File: config.mk
export PLATFORM = sky130hd
export DESIGN_NAME = charge_cycle_sequencer
export DESIGN_NICKNAME = d
export VERILOG_FILES = /design/src/verilog/gate_drive.v /design/src/verilog/charge_cycle_sequencer.v
export VERILOG_INCLUDE_DIRS = /design/src /design/src/verilog
export SDC_FILE = /design/constraint.sdc
export NUM_CORES = 1
export LEC_CHECK = 0
export BUFFER_PORTS_ARGS = -buffer_cell sky130_fd_sc_hd__buf_2
export CAP_MARGIN = 20
export CORE_ASPECT_RATIO = 0.9
export CORE_MARGIN = 1.5
export CORE_UTILIZATION = 30
export DETAILED_ROUTE_END_ITERATION = 8
export MAX_ROUTING_LAYER = met4
export PLACE_DENSITY = 0.51
export SETUP_SLACK_MARGIN = 0.15
export SLEW_MARGIN = 20
export SYNTH_ARGS = -nofsm -noshare
export SYNTH_HDL_FRONTEND = slang
export SYNTH_SLANG_ARGS = --single-unit
File: constraint.sdc
create_clock -name sys_clk -period 3.44 [get_ports sys_clk]
set_input_delay 0.172 -clock sys_clk [delete_from_list [all_inputs] [get_ports sys_clk]]
set_output_delay 0.172 -clock sys_clk [all_outputs]
set_load 0.005 [all_outputs]
File: src/verilog/charge_cycle_map.vh
// Constants for the charge cycle sequencer: APB offsets, the control reset value and timing counts.
`ifndef CHARGE_CYCLE_MAP_VH
`define CHARGE_CYCLE_MAP_VH
`define CLK_PERIOD_PS 8000
`define DEAD_TIME_PS 30000
`define DEAD_CYCLES ((`DEAD_TIME_PS + `CLK_PERIOD_PS - 1) / `CLK_PERIOD_PS)
`define REFRESH_PS 80000
`define REFRESH_CYCLES (`REFRESH_PS / `CLK_PERIOD_PS)
`define PWM_PERIOD_CYCLES 104
`define DUTY_MAX_PERMILLE 995
`define DUTY_MAX_CYCLES ((`PWM_PERIOD_CYCLES * `DUTY_MAX_PERMILLE) / 1000)
`define BOOT_LOW_CYCLES 3
`define TICK_US 100
`define TICK_CYCLES (`TICK_US * 125)
`define SOFT_STEP_US 1600
`define SOFT_STEP_TICKS (`SOFT_STEP_US / `TICK_US)
`define SOFT_STEPS 8
`define STARTUP_MS 30
`define STARTUP_TICKS (`STARTUP_MS * 1000 / `TICK_US)
`define PRE_TIMEOUT_MIN 30
`define PRE_TIMEOUT_TICKS (`PRE_TIMEOUT_MIN * 60 * 10000)
`define FAST_TIMEOUT_HR 5
`define FAST_TIMEOUT_TICKS (`FAST_TIMEOUT_HR * 3600 * 10000)
`define REG_CTRL 8'h00
`define REG_STATUS 8'h04
`define REG_DUTY 8'h08
`define REG_SETPOINT 8'h0C
`define CTRL_RESET 32'h00000000
`endif

File: src/verilog/gate_drive.v
// Gate drive: PWM, dead time, duty limit, bootstrap refresh and diode emulation.
`timescale 1ns/1ps
`default_nettype none
`include "charge_cycle_map.vh"
module gate_drive (
  input wire sys_clk,
  input wire resetn,
  input wire run,
  input wire [6:0] duty,
  input wire sync_mode,
  input wire boot_low,
  output reg high_drive,
  output reg low_drive
);
  reg [6:0] phase;
  reg [6:0] dead_cnt;
  reg [6:0] pulse_cnt;
  reg [1:0] boot_cycles;
  reg boot_seen;
  reg pulse_done;
  wire cycle_start;
  wire [6:0] eff_duty;
  wire want_high;
  // Timing counts are cut to the counter width on purpose; all fit in seven bits.
  localparam integer DUTY_CAP_I = `DUTY_MAX_CYCLES;
  localparam integer PERIOD_LAST_I = `PWM_PERIOD_CYCLES - 1;
  localparam integer DEAD_I = `DEAD_CYCLES;
  localparam integer REFRESH_I = `REFRESH_CYCLES;
  localparam [6:0] DUTY_CAP = DUTY_CAP_I[6:0];
  localparam [6:0] PERIOD_LAST = PERIOD_LAST_I[6:0];
  localparam [6:0] DEAD_LOAD = DEAD_I[6:0];
  localparam [6:0] REFRESH_LOAD = REFRESH_I[6:0];
  assign cycle_start = (phase == 7'h00);
  // Full-on requests are clipped to DUTY_CAP so the high side is off in the last phase of every cycle.
  assign eff_duty = (duty > DUTY_CAP) ? DUTY_CAP : duty;
  assign want_high = run && (duty != 7'h00) && (phase < eff_duty) && !(boot_cycles == 2'h3);
  ////////////////////////////////////////////////////////////////////////////
  // Switching period counter.
  always @(posedge sys_clk or negedge resetn)
  begin
    if (!resetn)
      phase <= 7'h00;
    else if (phase == PERIOD_LAST)
      phase <= 7'h00;
    else
      phase <= phase + 7'h01;
  end
  // Count cycles with a low bootstrap; past three, force a refresh cycle.
  always @(posedge sys_clk or negedge resetn)
  begin
    if (!resetn)
    begin
      boot_cycles <= 2'h0;
      boot_seen <= 1'b0;
    end
    else if (cycle_start)
    begin
      boot_seen <= 1'b0;
      if (!boot_seen || boot_cycles == 2'h3)
        boot_cycles <= 2'h0;
      else
        boot_cycles <= boot_cycles + 2'h1;
    end
    else if (boot_low)
      boot_seen <= 1'b1;
  end
  ////////////////////////////////////////////////////////////////////////////
  // Break-before-make sequencing with a dead time and the short refresh pulse.
  always @(posedge sys_clk or negedge resetn)
  begin
    if (!resetn)
    begin
      high_drive <= 1'b0;
      low_drive <= 1'b0;
      dead_cnt <= 7'h00;
      pulse_cnt <= 7'h00;
      pulse_done <= 1'b0;
    end
    else if (!run)
    begin
      high_drive <= 1'b0;
      low_drive <= 1'b0;
      dead_cnt <= 7'h00;
      pulse_cnt <= 7'h00;
      pulse_done <= 1'b0;
    end
    else
    begin
      if (cycle_start)
        pulse_done <= 1'b0;
      if (want_high)
      begin
        low_drive <= 1'b0;
        if (low_drive)
          dead_cnt <= DEAD_LOAD;
        else if (dead_cnt != 7'h00)
          dead_cnt <= dead_cnt - 7'h01;
        else
          high_drive <= 1'b1;
      end
      else
      begin
        high_drive <= 1'b0;
        if (high_drive)
          dead_cnt <= DEAD_LOAD;
        else if (dead_cnt != 7'h00)
          dead_cnt <= dead_cnt - 7'h01;
        else if (sync_mode && duty != 7'h00 && boot_cycles != 2'h3)
          low_drive <= 1'b1;
        else if (pulse_cnt != 7'h00)
        begin
          pulse_cnt <= pulse_cnt - 7'h01;
          if (pulse_cnt == 7'h01)
            low_drive <= 1'b0;
        end
        else if ((boot_low || boot_cycles == 2'h3) && !pulse_done && !low_drive)
        begin
          // The non-synchronous pulse is short so inductor current cannot go negative.
          low_drive <= 1'b1;
          pulse_cnt <= REFRESH_LOAD;
          pulse_done <= 1'b1;
        end
        else if (!sync_mode || duty == 7'h00)
          low_drive <= 1'b0;
      end
    end
  end
endmodule // gate_drive
`default_nettype wire

File: src/verilog/charge_cycle_sequencer.v
// Charge cycle sequencer: qualification, precharge, fast charge, timers and APB registers.
// Behaviour
// - Battery below low threshold at start enters precharge at reduced current.
// - Precharge over 30 minutes turns charger off and flags a fault.
// - Precharge target is one tenth of programmed current.
// - Termination needs feedback above recharge level and current below one tenth.
// - A 5 hour safety timer bounds fast charge.
// - Recharge drop, power-on reset or enable toggle restarts cycle and timer.
// - Sleep when sense_neg exceeds supply; wake when supply exceeds it.
// - Supply under lockout holds everything disabled.
// - Charge enabled only when every qualifying condition holds, after 30ms.
// - Any fault condition stops charge; overtemp has hysteresis from comparator.
// - Fast charge entry ramps target in 8 steps of 1.6ms.
// - Zero and full-on duty allowed, high side limited to 99.5 percent.
// - Bootstrap low over three cycles forces a low-side refresh.
// - Synchronous complementary drive while sense above 5mV.
// - 30ns dead time between high and low conduction.
// - Non-synchronous below 5mV, forced below 2V battery or 1.25mV average.
// - Discontinuous mode gives one 80ns low-side refresh pulse per cycle; here only in cycles where bootstrap is seen low or a refresh is forced.
// - Zero duty keeps high side off, low side only refresh pulse.
// - Enable falling edge resets timers and clears latched faults.
// - Overtemperature pauses the safety timer instead of resetting it.
//
// The APB register port and the address map are this design's own decisions.
`timescale 1ns/1ps
`default_nettype none
`include "charge_cycle_map.vh"
module charge_cycle_sequencer #(
  parameter [27:0] PRE_TIMEOUT = `PRE_TIMEOUT_TICKS,
  parameter [27:0] FAST_TIMEOUT = `FAST_TIMEOUT_TICKS,
  parameter [15:0] TICK_DIV = `TICK_CYCLES,
  parameter [15:0] STARTUP = `STARTUP_TICKS
) (
  input wire sys_clk,
  input wire resetn,
  input wire psel,
  input wire penable,
  input wire pwrite,
  input wire [7:0] paddr,
  input wire [31:0] pwdata,
  output reg [31:0] prdata,
  output wire pready,
  output wire pslverr,
  input wire charge_enable,
  input wire supply_uvlo,
  input wire supply_low_state,
  input wire sleep_cmp,
  input wire input_overvoltage,
  input wire ldo_ok,
  input wire die_overtemp,
  input wire battery_temp_fault,
  input wire below_low_batt,
  input wire below_recharge,
  input wire above_recharge_fb,
  input wire current_below_term,
  input wire sense_above_sync,
  input wire battery_below_2v,
  input wire sense_avg_low,
  input wire boot_low,
  input wire [6:0] pwm_duty,
  output wire high_drive,
  output wire low_drive,
  output reg charging,
  output reg fault,
  output reg power_good,
  output reg done,
  output reg [7:0] current_target
);
  localparam [2:0] ST_IDLE = 3'd0;
  localparam [2:0] ST_PRE = 3'd1;
  localparam [2:0] ST_SOFT = 3'd2;
  localparam [2:0] ST_FAST = 3'd3;
  localparam [2:0] ST_DONE = 3'd4;
  localparam [2:0] ST_FAULT = 3'd5;
  localparam integer NSYNC = 14;
  ////////////////////////////////////////////////////////////////////////////
  // Three-stage synchronisers; a change counts once stages two and three agree.
  wire [NSYNC-1:0] raw_in;
  reg [NSYNC-1:0] s1;
  reg [NSYNC-1:0] s2;
  reg [NSYNC-1:0] s3;
  reg [NSYNC-1:0] clean;
  assign raw_in = {boot_low, sense_avg_low, battery_below_2v, sense_above_sync,
    current_below_term, above_recharge_fb, below_recharge, below_low_batt,
    battery_temp_fault, die_overtemp, ldo_ok, input_overvoltage, sleep_cmp,
    charge_enable};
  genvar gi;
  generate
    for (gi = 0; gi < NSYNC; gi = gi + 1)
    begin : g_sync
      always @(posedge sys_clk or negedge resetn)
      begin
        if (!resetn)
        begin
          s1[gi] <= 1'b0;
          s2[gi] <= 1'b0;
          s3[gi] <= 1'b0;
          clean[gi] <= 1'b0;
        end
        else
        begin
          s1[gi] <= raw_in[gi];
          s2[gi] <= s1[gi];
          s3[gi] <= s2[gi];
          if (s2[gi] == s3[gi])
            clean[gi] <= s3[gi];
        end
      end
    end
  endgenerate
  // The two supply comparators are synchronised separately; supply_uvlo feeds the lockout, supply_low_state the qualification.
  reg [2:0] uv_s;
  reg [2:0] lo_s;
  reg uvlo;
  reg vlow;
  always @(posedge sys_clk or negedge resetn)
  begin
    if (!resetn)
    begin
      uv_s <= 3'h7;
      lo_s <= 3'h7;
      uvlo <= 1'b1;
      vlow <= 1'b1;
    end
    else
    begin
      uv_s <= {uv_s[1:0], supply_uvlo};
      lo_s <= {lo_s[1:0], supply_low_state};
      if (uv_s[1] == uv_s[2])
        uvlo <= uv_s[2];
      if (lo_s[1] == lo_s[2])
        vlow <= lo_s[2];
    end
  end
  wire en = clean[0];
  wire sleeping = clean[1];
  wire ovp = clean[2];
  wire ldo_good = clean[3];
  wire hot = clean[4];
  wire ts_bad = clean[5];
  wire low_batt = clean[6];
  wire rech_low = clean[7];
  wire fb_high = clean[8];
  wire i_low = clean[9];
  wire sense_ok = clean[10];
  wire bat2v = clean[11];
  wire avg_low = clean[12];
  wire boot_q = clean[13];
  ////////////////////////////////////////////////////////////////////////////
  // APB registers: control word plus status readback.
  reg [31:0] ctrl;
  reg [2:0] state;
  wire wr = psel && penable && pwrite;
  wire sw_restart = wr && paddr == `REG_CTRL && pwdata[1];
  assign pready = 1'b1;
  assign pslverr = psel && penable && !(paddr == `REG_CTRL || paddr == `REG_STATUS ||
    paddr == `REG_DUTY || paddr == `REG_SETPOINT);
  always @(posedge sys_clk or negedge resetn)
  begin
    if (!resetn)
      ctrl <= `CTRL_RESET;
    else if (wr && paddr == `REG_CTRL)
      ctrl <= {30'h0, 1'b0, pwdata[0]};
  end
  // Read data is registered so it changes only after the setup cycle.
  always @(posedge sys_clk or negedge resetn)
  begin
    if (!resetn)
      prdata <= 32'h00000000;
    else if (psel && !penable && !pwrite)
    begin
      case (paddr)
        `REG_CTRL: prdata <= ctrl;
        `REG_STATUS: prdata <= {22'h0, state, done, fault, charging, power_good,
          sleeping, uvlo, hot};
        `REG_DUTY: prdata <= {25'h0, pwm_duty};
        `REG_SETPOINT: prdata <= {24'h0, current_target};
        default: prdata <= 32'h00000000;
      endcase
    end
  end
  ////////////////////////////////////////////////////////////////////////////
  // Prescaler: one 100us tick pulse drives every slow timer.
  reg [15:0] div;
  reg tick;
  always @(posedge sys_clk or negedge resetn)
  begin
    if (!resetn)
    begin
      div <= 16'h0000;
      tick <= 1'b0;
    end
    else if (div == TICK_DIV - 16'h0001)
    begin
      div <= 16'h0000;
      tick <= 1'b1;
    end
    else
    begin
      div <= div + 16'h0001;
      tick <= 1'b0;
    end
  end
  // Startup delay after power-up; lockout restarts it.
  reg [15:0] startup;
  wire started = (startup == STARTUP);
  always @(posedge sys_clk or negedge resetn)
  begin
    if (!resetn)
      startup <= 16'h0000;
    else if (uvlo)
      startup <= 16'h0000;
    else if (tick && !started)
      startup <= startup + 16'h0001;
  end
  ////////////////////////////////////////////////////////////////////////////
  // Qualification and restart events.
  reg en_d;
  reg rech_d;
  wire en_fall = en_d && !en;
  wire en_rise = !en_d && en;
  wire rech_fall = !rech_d && rech_low;
  wire qualified = en && !vlow && !uvlo && !sleeping && !ovp && started && ldo_good &&
    !hot && !ts_bad;
  wire restart = en_rise || en_fall || sw_restart || (rech_fall && state == ST_DONE);
  always @(posedge sys_clk or negedge resetn)
  begin
    if (!resetn)
    begin
      en_d <= 1'b0;
      rech_d <= 1'b0;
    end
    else
    begin
      en_d <= en;
      rech_d <= rech_low;
    end
  end
  ////////////////////////////////////////////////////////////////////////////
  // Charge state machine with safety timer and soft-start stepping.
  reg [27:0] timer;
  reg [3:0] step;
  reg [7:0] step_ticks;
  wire [7:0] current_set_input = ctrl[0] ? 8'hFF : 8'hC8;
  // The ramp product is kept wide so the upper steps do not wrap.
  wire [11:0] ramp = {4'h0, current_set_input} * {8'h00, step};
  localparam integer STEP_LAST_I = `SOFT_STEP_TICKS - 1;
  localparam [7:0] STEP_LAST = STEP_LAST_I[7:0];
  reg [2:0] next_state;
  always @*
  begin
    next_state = state;
    case (state)
      ST_IDLE: if (qualified) next_state = low_batt ? ST_PRE : ST_SOFT;
      ST_PRE:
        if (!low_batt) next_state = ST_SOFT;
        else if (timer >= PRE_TIMEOUT) next_state = ST_FAULT;
      ST_SOFT:
        if (timer >= FAST_TIMEOUT) next_state = ST_FAULT;
        else if (step == `SOFT_STEPS) next_state = ST_FAST;
      ST_FAST:
        if (timer >= FAST_TIMEOUT) next_state = ST_FAULT;
        else if (fb_high && i_low) next_state = ST_DONE;
      ST_DONE: next_state = ST_DONE;
      ST_FAULT: next_state = ST_FAULT;
      default: next_state = ST_IDLE;
    endcase
    // Losing any qualifier stops charge; the cycle resumes from idle.
    if (!qualified && state != ST_FAULT && state != ST_DONE)
      next_state = ST_IDLE;
    if (restart || uvlo)
      next_state = ST_IDLE;
  end
  always @(posedge sys_clk or negedge resetn)
  begin
    if (!resetn)
    begin
      state <= ST_IDLE;
      timer <= 28'h0000000;
      step <= 4'h0;
      step_ticks <= 8'h00;
    end
    else
    begin
      state <= next_state;
      if (restart || uvlo || (state == ST_PRE && next_state == ST_SOFT))
        timer <= 28'h0000000;
      else if (tick && !hot && (state == ST_PRE || state == ST_SOFT || state == ST_FAST))
        timer <= timer + 28'h0000001;
      // Each entry to the ramp starts again from the first step.
      if (next_state == ST_SOFT && state != ST_SOFT)
      begin
        step <= 4'h1;
        step_ticks <= 8'h00;
      end
      else if (state == ST_SOFT && tick)
      begin
        if (step_ticks == STEP_LAST)
        begin
          step_ticks <= 8'h00;
          step <= step + 4'h1;
        end
        else
          step_ticks <= step_ticks + 8'h01;
      end
    end
  end
  // Outputs; the setpoint is a fraction of the programmed current.
  always @(posedge sys_clk or negedge resetn)
  begin
    if (!resetn)
    begin
      charging <= 1'b0;
      fault <= 1'b0;
      done <= 1'b0;
      power_good <= 1'b0;
      current_target <= 8'h00;
    end
    else
    begin
      charging <= (state == ST_PRE || state == ST_SOFT || state == ST_FAST);
      fault <= (state == ST_FAULT);
      done <= (state == ST_DONE);
      power_good <= !uvlo && !ovp && !sleeping;
      case (state)
        ST_PRE: current_target <= current_set_input / 8'd10;
        ST_SOFT: current_target <= ramp[10:3];
        ST_FAST: current_target <= current_set_input;
        default: current_target <= 8'h00;
      endcase
    end
  end
  ////////////////////////////////////////////////////////////////////////////
  // Mode choice feeds the gate drive.
  wire sync_mode = sense_ok && !bat2v && !avg_low;
  gate_drive u_gate (
    .sys_clk(sys_clk),
    .resetn(resetn),
    .run(charging),
    .duty(pwm_duty),
    .sync_mode(sync_mode),
    .boot_low(boot_q),
    .high_drive(high_drive),
    .low_drive(low_drive)
  );
endmodule // charge_cycle_sequencer
`default_nettype wire

==> flow_summary.ini <==
[route]
via_count = 6711
avgRoutedWirePerCell_um = 14.3
viasPerCell = 4.70
first_pass_iters = 5
drt_wl_total_um = 20500
ant_nets = 0
post-route-drc-count = 0
drt_iter0_markers = 369

[power_and_ir_drop]
power_frac_clock = 0.457
power.internal_w = 0.00365
p_seq_frac = 0.493
power_switching_w = 0.00112
p_sw_frac = 0.235
leakage_nw = 5.02
report.power.total_w = 0.00477
power.density_nw_per_um2 = 421
pwr-share-comb = 0.049
ir_drop_mv = 0.312

[layout]
final-instance-count-excl-fill = 1428
area_growth_pct = 18.8
fill_cells = 3123
diodes = 0
layout_common_cells = 183 x dfrtp_1, 89 x nor2_1, 75 x nand2_1
nets = 1119
drive_gt1_frac = 0.172
layout_commonest_cell = dfrtp_1

[sta]
finalCritPeriodShare = 0.936
rsz0062_at_grt = yes
worst_pin_slew_ns = 0.833
max_freq_ghz = 0.311
finClkSkew_ns = 0.00801
period_needed_ns = 3.22
drv_slew = 0
max_slew_margin = 0.440
tns_ns = 0
whs_ns = 0.0614
setup_viol = 0
finalHoldViolations = 0

[setup_path]
worstPathArrival_ns = 3.57
path_max_fanout = 4
critical-path-max-stage-delay_ns = 0.52
cpMaxStageDelayCell = fa_1
required_ns = 3.79
path_cells = inv_2 -> nor2_1 -> buf_4 -> fa_1 -> inv_2 -> fa_2 -> fa_2 -> nor2b_1 -> o21ai_1 -> nand2b_1 -> a311oi_2 -> or3_1 -> a31oi_1
worstSetupEndpointType = flop
crit_type = flop to flop
cp-start-kind = flop

[clock_tree]
cts_buffers = 17
clock-root-buffer = clkbuf_16
cts_buffer_depth = 2
clk_latency_ns = 0.44
clock_sinks = 192
cts_tree = built
clk_pin_slew_ns = 0.08
htree_num_levels = 4

[grt]
antenna_found_initial = 0
grt_use_total = 0.135
grt_start_max_net_pins = 90
grt_pass1_vias = 6700
grt.overflow.total = 0
grt_pass1_wl_um = 34400

[floorplanning]
die-width_um = 191
die_area_sq_um = 32900
die_height_um = 172
ios = 116
core_sq_um = 31100
initial_core_util = 0.307
rows = 61

[yosys]
seq_area_frac_synth = 0.504
synthCells = 899
synth_edf_count = 0
synth_area_sq_um = 9560
synth_warnings = 0
ys.flop_type = dfrtp_1
synth.distinct_cells = 82
ys_seq_elements = 192
postSynthAreaPerCell_sq_um = 10.6
ys_async_sr_fraction = 1.00

[placement]
dp_hpwl_um = 14200
gp_congestion = 0.793
placed_cells_incl_taps = 1367
portBuffers = 62

[status]
run_status = finished clean

[hold_path]
hp-class = input port to flop

[run]
maxCapViolations = 0
-- cell usage after synthesis (6+ instances only) --
cell type / count / share of area
a21oi_1: 27 / 0.014
a22oi_1: 6 / 0.0047
a31oi_1: 9 / 0.0059
and2_1: 11 / 0.0072
and3_1: 16 / 0.010
and4_1: 12 / 0.011
buf_4: 26 / 0.020
clkbuf_1: 15 / 0.0059
dfrtp_1: 184 / 0.48
dfstp_2: 8 / 0.022
fa_1: 11 / 0.023
ha_1: 34 / 0.045
inv_1: 34 / 0.013
maj3_1: 16 / 0.017
mux2_2: 6 / 0.0071
nand2_1: 75 / 0.029
nand2b_1: 9 / 0.0059
nand3_1: 37 / 0.019
nand4_1: 12 / 0.0079
nor2_1: 89 / 0.035
nor2b_1: 11 / 0.0072
nor3_1: 23 / 0.012
nor4_1: 9 / 0.0059
nor4b_1: 8 / 0.0073
o21a_1: 8 / 0.0063
o21ai_0: 29 / 0.015
or3_1: 9 / 0.0059
xnor2_1: 31 / 0.028
xor2_1: 37 / 0.034
-- worst paths after layout --
kind                                endpoint     start  slack (ns)  depth (start not counted)
setup / recovery           current_target[7]   ctrl[0]        0.22                         13
hold / removal                     prdata[0]  paddr[1]        0.06                          4
setup reg to reg           current_target[7]   ctrl[0]        0.22                         13
hold reg to reg                        s2[5]     s1[5]        0.35                          0
max in group asynchronous            lo_s[0]    resetn        2.23                          3
min in group asynchronous          prdata[0]    resetn        0.37                          2
-- worst max-delay path, delay by kind of cell (launching register included) --
kind	cells	cell delay [ns]
and+or+nand+nor	4	0.70
AOI/OAI and AO/OA	3	0.37
DFF	1	0.44
adders and majority gates	3	1.35
buffers and inverters	3	0.27
-- timing repair --
| action | 4_1_cts | 5_1_grt |
|---|---|---|
| pin swaps | 3 | 12 |
| gates resized for setup | 7 | 14 |
| hold buffers | 18 | 0 |
| buffers inserted | 3 | 8 |
| hold endpoints to repair | 103 | 0 |
| endpoints found under the setup margin | 3 | 6 |
-- cells by family after synthesis --
logic type | synth area share
other cells | 0.000786
simple gates | 0.196
buf+inv | 0.0416
compound gates | 0.0986
mux | 0.0126
fa+ha+maj | 0.0843
xor+xnor | 0.0623
flops | 0.504
-- power groups by stage --
stage	Clock, W	Combinational, W	Sequential, W
6_report	0.00218	0.000236	0.00235
3_5_place_dp	0	0.000218	0.00240
2_1_floorplan	0	0.000133	0.00238
3_3_place_gp	0	0.000215	0.00240
4_1_cts	0.00226	0.000236	0.00236
5_1_grt	0.00234	0.000271	0.00236
-- sequential cells by signal (all words and copies together) (netlist names), 8 cells and up --
signal / cells
timer: 28
div: 16
startup: 16
s1: 14
s2: 14
s3: 14
prdata: 10
current_target: 8
step_ticks: 8
-- through the flow --
stage               utilization  instance area (sq um)  setup slack [ns]
detailed placement        0.333                  10400            0.0273
finish                    0.365                  11400             0.221
global route              0.365                  11400            0.0924
CTS                       0.361                  11200             0.125
floorplan                     -                   9640             0.158
global placement          0.333                  10400             0.104
-- layout make-up --
cell class              count  area [sq um]  share of cell area
clock buffers              17           425              0.0375
clock inverters            15           221              0.0195
inverters                  35           131              0.0116
multi-input cells         649          4500               0.396
flip-flops and latches    192          4820               0.424
well taps                 409           512              0.0451
repair buffers            111           748              0.0659
-- layer usage --
metal  wire, um  vias up  track usage
li1           -     3334            -
met1      10600     3266        0.190
met3        775       16       0.0276
met2       8900       95        0.196
met4        224        0       0.0391
met5          0        -            -
(Power assumes the default switching activity.)
